## src/hw/bwdt_defs.vh

```
// Purpose: Shared constants for the board watchdog timer.
// Assumes: 10 MHz clock, 8-bit register port.
// Notes: Offsets are byte indices on the plain register port.
`ifndef BWDT_DEFS_VH
`define BWDT_DEFS_VH
`define BWDT_ADDR_W 4
`define BWDT_A_FACTOR 4'h0
`define BWDT_A_CTRL 4'h1
`define BWDT_A_STATUS 4'h2
`define BWDT_A_IRQ_STAT 4'h3
`define BWDT_A_IRQ_MASK 4'h4
`define BWDT_A_COUNT 4'h5
`define BWDT_CTRL_MIN_BIT 0
`define BWDT_FACTOR_OFF 8'h00
`define BWDT_CLK_HZ 10000000
`define BWDT_SEC_PER_MIN 60
`define BWDT_BLINK_HALF_MS 250
`define BWDT_RST_CYCLES 16
`define BWDT_EV_EXPIRE 0
`define BWDT_EV_TRIGGER 1
`define BWDT_EV_DISABLE 2
`define BWDT_NUM_EV 3
`endif

```

## src/hw/bwdt_top.v

```verilog
// Purpose: Programmable watchdog with seconds or minutes time base.
// Assumes: Single 10 MHz clock; software on a plain register port.
// Notes: Writing a non-zero factor both enables and triggers.
//
// Notes on behaviour
// - System reset leaves watchdog disabled, no reset.
// - Non-zero factor byte write enables and loads period.
// - Trigger write reloads counter, restarts countdown.
// - Expiry while enabled emits system reset pulse.
// - Factor 1..FF; period is factor times unit.
// - Time base selectable: seconds or minutes.
// - Seconds unit is about one second.
// - LED blinks while counting, dark when disabled.
// - Disabling before expiry stops countdown, no reset.
// - Writing zero disables watchdog and blinking.
// - New non-zero factor replaces period immediately.
`timescale 1ns/1ps
`include "bwdt_defs.vh"
module bwdt_top #(
    parameter SEC_CYCLES = `BWDT_CLK_HZ,
    parameter MIN_SECONDS = `BWDT_SEC_PER_MIN,
    parameter BLINK_CYCLES = `BWDT_CLK_HZ / 1000 * `BWDT_BLINK_HALF_MS,
    parameter RST_CYCLES = `BWDT_RST_CYCLES
) (
    // Clock, reset and freeze
    input wire clock,
    input wire srst,
    input wire ce,
    // Register port
    input wire [`BWDT_ADDR_W-1:0] addr,
    input wire [7:0] wdata,
    input wire wr_stb,
    input wire rd_stb,
    output reg [7:0] rdata,
    // System side
    output reg wdt_reset,
    output reg led,
    output reg irq
);
    localparam BASE_W = 32;
    localparam integer MIN_TOP_I = MIN_SECONDS - 1;
    localparam integer RST_LAST_I = RST_CYCLES - 1;
    localparam [7:0] MIN_TOP = MIN_TOP_I[7:0];
    localparam [31:0] BLINK_LAST = BLINK_CYCLES - 1;
    localparam [7:0] RST_LAST = RST_LAST_I[7:0];

    reg enabled_q;
    reg min_unit_q;
    reg [7:0] factor_q;
    reg [7:0] count_q;
    reg [7:0] sub_q;
    reg [7:0] rst_cnt_q;
    reg [31:0] blink_cnt_q;
    reg [`BWDT_NUM_EV-1:0] ev_stat_q;
    reg [`BWDT_NUM_EV-1:0] ev_mask_q;
    reg [`BWDT_NUM_EV-1:0] ev_d;
    wire sec_tick;
    wire wr_factor;
    wire rd_irq_stat;
    wire expire;
    wire unit_end;

    assign wr_factor = wr_stb && (addr == `BWDT_A_FACTOR);
    assign rd_irq_stat = rd_stb && (addr == `BWDT_A_IRQ_STAT);

    // The second divider restarts on each factor write so a trigger
    // always buys a full unit, never a partly elapsed one.
    bwdt_tick #(
        .CYCLES(SEC_CYCLES),
        .CW(BASE_W)
    ) u_tick (
        .clock(clock),
        .srst(srst),
        .ce(ce),
        .restart(wr_factor),
        .run(enabled_q),
        .tick(sec_tick)
    );

    // In minute mode a unit ends after a full minute of second ticks.
    assign unit_end = sec_tick && (!min_unit_q || sub_q == MIN_TOP);
    assign expire = enabled_q && unit_end && count_q == 8'h01;

    // Countdown, enable and time base.
    always @(posedge clock) begin
        if (srst) begin
            enabled_q <= 1'b0;
            factor_q <= `BWDT_FACTOR_OFF;
            count_q <= 8'h00;
            sub_q <= 8'h00;
            min_unit_q <= 1'b0;
        end else if (ce) begin
            if (wr_stb && addr == `BWDT_A_CTRL) begin
                min_unit_q <= wdata[`BWDT_CTRL_MIN_BIT];
            end
            if (wr_factor) begin
                factor_q <= wdata;
                count_q <= wdata;
                sub_q <= 8'h00;
                enabled_q <= (wdata != `BWDT_FACTOR_OFF);
            end else if (expire) begin
                enabled_q <= 1'b0;
                count_q <= 8'h00;
            end else if (enabled_q && sec_tick) begin
                if (unit_end) begin
                    sub_q <= 8'h00;
                    count_q <= count_q - 8'h01;
                end else begin
                    sub_q <= sub_q + 8'h01;
                end
            end
        end
    end

    // Reset pulse of fixed length; factor write cannot cut it short.
    always @(posedge clock) begin
        if (srst) begin
            wdt_reset <= 1'b0;
            rst_cnt_q <= 8'h00;
        end else if (ce) begin
            if (expire) begin
                wdt_reset <= 1'b1;
                rst_cnt_q <= 8'h00;
            end else if (wdt_reset) begin
                if (rst_cnt_q == RST_LAST) begin
                    wdt_reset <= 1'b0;
                end else begin
                    rst_cnt_q <= rst_cnt_q + 8'h01;
                end
            end
        end
    end

    // Indicator blink; dark whenever the watchdog is disabled.
    always @(posedge clock) begin
        if (srst) begin
            led <= 1'b0;
            blink_cnt_q <= 32'h00000000;
        end else if (ce) begin
            if (!enabled_q) begin
                led <= 1'b0;
                blink_cnt_q <= 32'h00000000;
            end else if (blink_cnt_q == BLINK_LAST) begin
                led <= ~led;
                blink_cnt_q <= 32'h00000000;
            end else begin
                blink_cnt_q <= blink_cnt_q + 32'h00000001;
            end
        end
    end

    // Event capture; a new event wins over a read-clear in one cycle.
    always @* begin
        ev_d = ev_stat_q;
        if (rd_irq_stat) begin
            ev_d = {`BWDT_NUM_EV{1'b0}};
        end
        if (expire) begin
            ev_d[`BWDT_EV_EXPIRE] = 1'b1;
        end
        if (wr_factor && wdata != `BWDT_FACTOR_OFF) begin
            ev_d[`BWDT_EV_TRIGGER] = 1'b1;
        end
        if (wr_factor && wdata == `BWDT_FACTOR_OFF && enabled_q) begin
            ev_d[`BWDT_EV_DISABLE] = 1'b1;
        end
    end

    // Registers, read port and interrupt line.
    always @(posedge clock) begin
        if (srst) begin
            ev_stat_q <= {`BWDT_NUM_EV{1'b0}};
            ev_mask_q <= {`BWDT_NUM_EV{1'b0}};
            rdata <= 8'h00;
            irq <= 1'b0;
        end else if (ce) begin
            ev_stat_q <= ev_d;
            irq <= |(ev_d & ev_mask_q);
            if (wr_stb && addr == `BWDT_A_IRQ_MASK) begin
                ev_mask_q <= wdata[`BWDT_NUM_EV-1:0];
                irq <= |(ev_d & wdata[`BWDT_NUM_EV-1:0]);
            end
            rdata <= 8'h00;
            if (rd_stb) begin
                case (addr)
                    `BWDT_A_FACTOR: rdata <= factor_q;
                    `BWDT_A_CTRL: rdata <= {7'h00, min_unit_q};
                    `BWDT_A_STATUS: rdata <= {5'h00, led, wdt_reset,
                        enabled_q};
                    `BWDT_A_IRQ_STAT: rdata <= {5'h00, ev_stat_q};
                    `BWDT_A_IRQ_MASK: rdata <= {5'h00, ev_mask_q};
                    `BWDT_A_COUNT: rdata <= count_q;
                    default: rdata <= 8'h00;
                endcase
            end
        end
    end
endmodule

```

## src/hw/bwdt_tick.v

```verilog
// Purpose: Divides the system clock into a one-cycle tick per time unit.
// Assumes: Restarted whenever the countdown is reloaded.
// Notes: A restart keeps the first unit a full unit long.
`timescale 1ns/1ps
module bwdt_tick #(
    parameter CYCLES = 10,
    parameter CW = 24
) (
    // Clock and control
    input wire clock,
    input wire srst,
    input wire ce,
    input wire restart,
    input wire run,
    // Tick
    output reg tick
);
    localparam integer LAST_I = CYCLES - 1;
    localparam [CW-1:0] LAST = LAST_I[CW-1:0];
    reg [CW-1:0] cnt_q;
    always @(posedge clock) begin
        if (srst) begin
            cnt_q <= {CW{1'b0}};
            tick <= 1'b0;
        end else if (ce) begin
            tick <= 1'b0;
            if (restart || !run) begin
                cnt_q <= {CW{1'b0}};
            end else if (cnt_q == LAST) begin
                cnt_q <= {CW{1'b0}};
                tick <= 1'b1;
            end else begin
                cnt_q <= cnt_q + 1'b1;
            end
        end
    end
endmodule

```

## config.mk

```make
export PLATFORM = sky130hd
export DESIGN_NAME = bwdt_top
export DESIGN_NICKNAME = d
export VERILOG_FILES = /design/src/hw/bwdt_top.v /design/src/hw/bwdt_tick.v
export VERILOG_INCLUDE_DIRS = /design/src /design/src/hw
export SDC_FILE = /design/constraint.sdc
export NUM_CORES = 1
export LEC_CHECK = 0
export ABC_AREA = 1
export CORE_UTILIZATION = 51
export CTS_CLUSTER_DIAMETER = 40
export CTS_CLUSTER_SIZE = 40
export DETAILED_ROUTE_END_ITERATION = 8
export DONT_BUFFER_PORTS = 1
export PLACE_DENSITY = 0.66
export SLEW_MARGIN = 15
export SYNTH_ARGS = -nofsm -noshare
export SYNTH_HDL_FRONTEND = slang
export SYNTH_HIERARCHICAL = 1
export SYNTH_SLANG_ARGS = --single-unit
```

## constraint.sdc

```tcl
create_clock -name clock -period 3.63 [get_ports clock]
set_input_delay 0.363 -clock clock [delete_from_list [all_inputs] [get_ports clock]]
set_output_delay 0.363 -clock clock [all_outputs]
set_load 0.01 [all_outputs]
```

## After elaboration in Yosys (flattened, before gate mapping)

Index checks and enable logic that the tools add are counted.

- Output and inout port bits: 11
- Input port bits: 17
- RAM bits: 0
- Bits in latches: 0
- Bits in read-only memories: 0
- Logic and storage cells: 100
- Memories kept: 0
- Bits in registers: 116

- Reduce and logical (&&, ||, !) cells: 33
- $add $sub $neg: 5
- Bitwise gates (word level): 3
- $lt $le $gt $ge: 0
- Eq/ne operators: 13
- Divide/modulo/power cells: 0
- Multiplexer cells: 31
- Multipliers: 0
- Shift-type cells: 0

Operators by type and width:

| cell | count |
|---|---|
| $mux 32 | 4 |
| $mux 8 | 12 |
| $add 32x1->32 const B | 2 |
| $pmux 8 s6 | 1 |
| $eq 32x22->1 const B | 1 |
| $eq 32x24->1 const B | 1 |
| $add 8x1->8 const B | 2 |
| $mux 1 | 13 |
| $logic_and 1x1->1 | 11 |
| $reduce_and 2->1 | 5 |
| $reduce_and 3->1 | 3 |
| $eq 4x2->1 const B | 2 |
| $eq 4x3->1 const B | 2 |
| $eq 8x1->1 const B | 1 |
| $eq 8x4->1 const B | 1 |
| $eq 8x6->1 const B | 1 |
| $logic_not 8->1 | 1 |
| $reduce_bool 8->1 | 1 |
| $sub 8x1->8 const B | 1 |
| $and 3x3->3 | 2 |
| $reduce_bool 2->1 | 3 |
| $reduce_bool 3->1 | 2 |
| $reduce_or 3->1 | 2 |
| $eq 4x1->1 const B | 1 |
| 7 further kinds | 10 |

## Depth between registers and ports, before layout

- Depth after elaboration: 9
- Mapped depth: 12
- Depth with buffers taken out: 12

## Hierarchy

The synthesis kept the hierarchy.

By module, submodules not included:

| module | cells each | area each (um2) | seq. area each (um2) | times used |
|---|---|---|---|---|
| bwdt_top | 701 | 4777.1 | 1661.6 | 1 |
| bwdt_tick | 365 | 2152.1 | 660.6 | 1 |

## Worst setup path after synthesis

No wires, ideal clock.

- Kind: register to register
- Start point: register blink_cnt_q[0]
- End point: register blink_cnt_q[4]
- Period minus slack after synthesis: 1.558 ns
- Library setup time: 0.122 ns
- Cell stages (with the launch flop): 12
- Data arrival time: 1.436 ns
- Setup slack: 2.072 ns
- Required time: 3.508 ns
- Buffers on the path: 1
- Path through: dfxtp_1 ha_1 nand2_2 nor2_1 nand4_1 nor3_1 nand2_1 nand2_1 nand2_2 nand2_4 buf_6 nor2_1

- Cells in the longest elaborated chain, start to end: 3
- Elaborated cells on any way between the ends: 4
- Those cells by class: add/sub (1); eq/ne (1); mux (2)

RTL lines:

| item | RTL line | source |
|---|---|---|
| start, declared | bwdt_top.v:53 | `reg [31:0] blink_cnt_q;` |
| start signal, assigned | bwdt_top.v:147 | `blink_cnt_q <= blink_cnt_q + 32'h00000001;` |
| $add 32x1->32 or $eq 32x22->1 (tied branches) | bwdt_top.v:147, bwdt_top.v:143 |  |
| $mux 32 (*) | bwdt_top.v:143 | `end else if (blink_cnt_q == BLINK_LAST) begin` |
| $mux 32 (*) | bwdt_top.v:140 | `if (!enabled_q) begin` |

Mark *: on every way between the ends. The rest lies on a longest branch, timed or not.
A chain may end at the register's enable or synchronous reset.

## Worst setup path after layout

- Start point: register enabled_q
- End point: register u_tick.cnt_q[17]

- Cells in the longest elaborated chain, start to end: 3

RTL lines:

| item | RTL line | source |
|---|---|---|
| start, declared | bwdt_top.v:47 | `reg enabled_q;` |
| start signal, assigned | bwdt_top.v:100 | `` enabled_q <= (wdata != `BWDT_FACTOR_OFF); `` |
| $logic_not 1->1 | - |  |
| $logic_or 1x1->1 | bwdt_tick.v:27 | `if (restart \|\| !run) begin` |
| $mux 32 | bwdt_tick.v:27 |  |
| end signal, assigned | bwdt_tick.v:28 | `cnt_q <= {CW{1'b0}};` |
| end signal, assigned | bwdt_tick.v:30 | `cnt_q <= {CW{1'b0}};` |
| end signal, assigned | bwdt_tick.v:33 | `cnt_q <= cnt_q + 1'b1;` |
| end, declared | bwdt_tick.v:20 | `reg [CW-1:0] cnt_q;` |

Every way passes these cells.

==> impl_metrics.yaml <==
status:
  outcome: "finished clean"
logic_synthesis:
  yosys-top-cells-area: "dfxtp_1 (34%), nand2_1 (15%), nor2_1 (8.5%), inv_1 (6.8%), a21oi_1 (4.7%)"
  yosysWarnings: 6
  synth_edf_count: 0
  synth_top_area_share_pct: 33.5
  synth-seq-cells: 116
  synth_cell_types: 47
  ys_seq_area_share_pct: 33.5
  ys.flop_type: "dfxtp_1"
  synth_area_per_cell_um2: 6.50
  async_flop_share_pct: 0
  yosys.area.top_type: "dfxtp_1"
  syn_inst: 1066
  synth_area_um2: 6930
  syn_nets: 1089
timing:
  clock_skew_ns: 0.00506
  post-route-period-util_pct: 53.9
  setup_tns_ns: 0
  relSlewSlack_pct: 55.5
  period_minus_slack_ns: 1.96
  setup_viol: 0
  hold_violations: 0
  grt_setup_unrepaired: "no"
  fmax_mhz: 511
  slew_violations: 0
  worst_pin_slew_ns: 0.667
  whs_ns: 0.0250
critical_path:
  startpoint_type: "flop"
  crit_type: "flop to flop"
  path_cells: "inv_1 > nor2_2 > nand2_1 > nor2_2 > nand2_1 > a21oi_1"
  rrSetupSlack_ns: 1.67
  critPathSlowestCell: "dfxtp_1"
  slowest_delay_ns: 0.56
  worstPathArrival_ns: 2.30
  required_ns: 3.97
  crit_fanout: 13
  critPathCaptureType: "flop"
drt:
  drtPass1Iterations: 5
  drc: 0
  drt-total-wl_mm: 16.8
  drtAntennaViolNets: 0
  wl_per_cell_um: 13.4
  initialDrtViolationCount: 469
  via_per_inst: 5.16
  vias: 6460
cts:
  numClockSinks: 116
  cts.repair.resized: 0
  root_buffer: "clkbuf_16"
  cts_max_level: 4
  cts_buffers: 17
  path_clk_slew_ns: 0.05
  cts_setup_buffers: 0
  hold_buffers: 1
  clk_latency_ns: 0.42
  clk_path_buf_depth: 2
  cts_tree: "built"
power_and_ir_drop:
  power_frac_clock_pct: 56.2
  p_int_uw: 2470
  switching_power_uw: 673
  p_per_area_nw_per_um2: 410
  leakagePower_uw: 0.00277
  p_sw_share_pct: 21.4
  seq_power_share_pct: 41.0
  combPwrFrac_pct: 2.8
  vdd_drop_max_mv: 0.432
global_routing:
  first_global_vias: 5832
  grt_pass1_wl_mm: 28.3
  antenna_found_initial: 0
  track_usage_pct: 25.1
  grt_max_degree: 52
  grt_overflow: 0
die:
  start_util_pct: 52.3
  fp.dieH_um: 119
  core_um2: 13200
  io_pins: 28
  die_w_um: 119
  dieArea_um2: 14100
  num_rows: 42
final_layout:
  drive_above_1_share_pct: 9.38
  syn_to_final_growth_pct: 10.5
  utilization_pct: 57.8
  nFillCells: 1354
  nets: 1087
  diodes: 0
hold_path:
  hp-class: "input port to flop"
flow_run:
  drv_cap: 0
place:
  gp_congestion: 0.897
  port-buffer-count: 0
  place_hpwl_mm: 12.2
==> cells by family after synthesis <==
| group | Yosys count | synth area share, % |
|---|---|---|
| simple gates | 626 | 41.6 |
| buf+inv | 156 | 9.21 |
| compound gates | 133 | 10.9 |
| flops | 116 | 33.5 |
| xor+xnor | 28 | 3.54 |
| fa+ha+maj | 6 | 1.08 |
| mux | 1 | 0.144 |
==> power by group through the flow <==
stage / clock (uW) / sequential, uW / combinational [uW]
final: 1770 / 1290 / 87.9
after global routing: 1850 / 1290 / 99.0
after CTS: 1790 / 1290 / 86.5
after detailed placement: 0 / 1310 / 84.1
after global placement: 0 / 1310 / 84.1
after floorplan: 0 / 1310 / 84.7
==> final cells by class <==
class                           instances  area, um2  share of cell area, %
Multi-Input combinational cell        794       3970                   51.8
Sequential cell                       116       2320                   30.3
Inverter                              133        502                   6.55
Clock buffer                           19        443                   5.78
Tap cell                              176        220                   2.88
Clock inverter                         13        183                   2.39
Timing Repair Buffer                    2       20.0                  0.261
==> layer usage <==
| metal | GRT usage, % | share of wire [%] | vias up |
|---|---|---|---|
| li1 | - | - | 3433 |
| met5 | 0 | 0 | - |
| met3 | 6.32 | 5.5 | 19 |
| met4 | 7.36 | 1.3 | 0 |
| met1 | 34.0 | 48 | 2860 |
| met2 | 39.1 | 45 | 148 |
==> worst max-delay path, delay by kind of cell (launching register included) <==
family,cells,cell delay (ns)
AOI/OAI and AO/OA,1,0.17
DFF,1,0.56
and+or+nand+nor,4,1.04
buffers and inverters,1,0.10
==> per-stage QoR <==
step                worst slack (ns)  instance area, um2  power, uW  cells
finish                          1.67                7660       3140   1253
global route                    1.38                7660       3240   1253
CTS                             1.67                7650       3170   1252
detailed placement              1.64                7010       1400   1219
global placement                1.73                7010       1400   1219
floorplan                       2.07                6930       1400   1066
==> sequential cells by signal, summed over array words and instances (netlist names), 3 cells and up <==
register      flops
rst_cnt_q         8
count_q           8
ev_mask_q         3
blink_cnt_q      32
u_tick/cnt_q     32
rdata             8
factor_q          8
ev_stat_q         3
sub_q             8
==> placed cells by master (no fill, tap or decap), types with 7 or more instances in the layout <==
| cell | n |
|---|---|
| nor3_1 | 26 |
| nor2_2 | 16 |
| dfxtp_1 | 116 |
| clkbuf_16 | 17 |
| o21ai_1 | 8 |
| nand2_1 | 278 |
| nor2_1 | 157 |
| o22ai_1 | 11 |
| a211oi_1 | 7 |
| nand4_1 | 31 |
| o21ai_0 | 28 |
| inv_1 | 125 |
| nand3_1 | 60 |
| nand2_2 | 17 |
| a21oi_1 | 65 |
| xor2_1 | 22 |
==> cell usage after synthesis (2+ instances only) <==
| library cell | count |
|---|---|
| a211oi_1 | 7 |
| a21oi_1 | 65 |
| a31oi_1 | 4 |
| a32o_1 | 3 |
| and2_1 | 4 |
| buf_2 | 4 |
| buf_4 | 2 |
| buf_6 | 5 |
| clkbuf_1 | 12 |
| dfxtp_1 | 116 |
| ha_1 | 6 |
| inv_1 | 125 |
| inv_2 | 6 |
| nand2_1 | 278 |
| nand2_2 | 17 |
| nand2_4 | 6 |
| nand3_1 | 60 |
| nand3_2 | 5 |
| nand3b_1 | 6 |
| nand4_1 | 31 |
| nor2_1 | 157 |
| nor2_2 | 16 |
| nor2_4 | 6 |
| nor3_1 | 26 |
| nor3_2 | 2 |
| nor3_4 | 3 |
| nor3b_1 | 2 |
| o21ai_0 | 28 |
| o21ai_1 | 8 |
| o221ai_1 | 2 |
| o22ai_1 | 11 |
| or2_2 | 2 |
| xnor2_1 | 6 |
| xor2_1 | 22 |
==> path summary, 6_finish.rpt <==
path	to	from	depth (start not counted)
max reg2reg	u_tick/cnt_q[17]$_SDFFE_PP0P_	enabled_q$_SDFFE_PP0P_	6
max	u_tick/cnt_q[17]$_SDFFE_PP0P_	enabled_q$_SDFFE_PP0P_	6
min reg2reg	factor_q[7]$_SDFFE_PP0P_	factor_q[7]$_SDFFE_PP0P_	2
min	u_tick/cnt_q[27]$_SDFFE_PP0P_	srst	1
(Power assumes the default switching activity.)
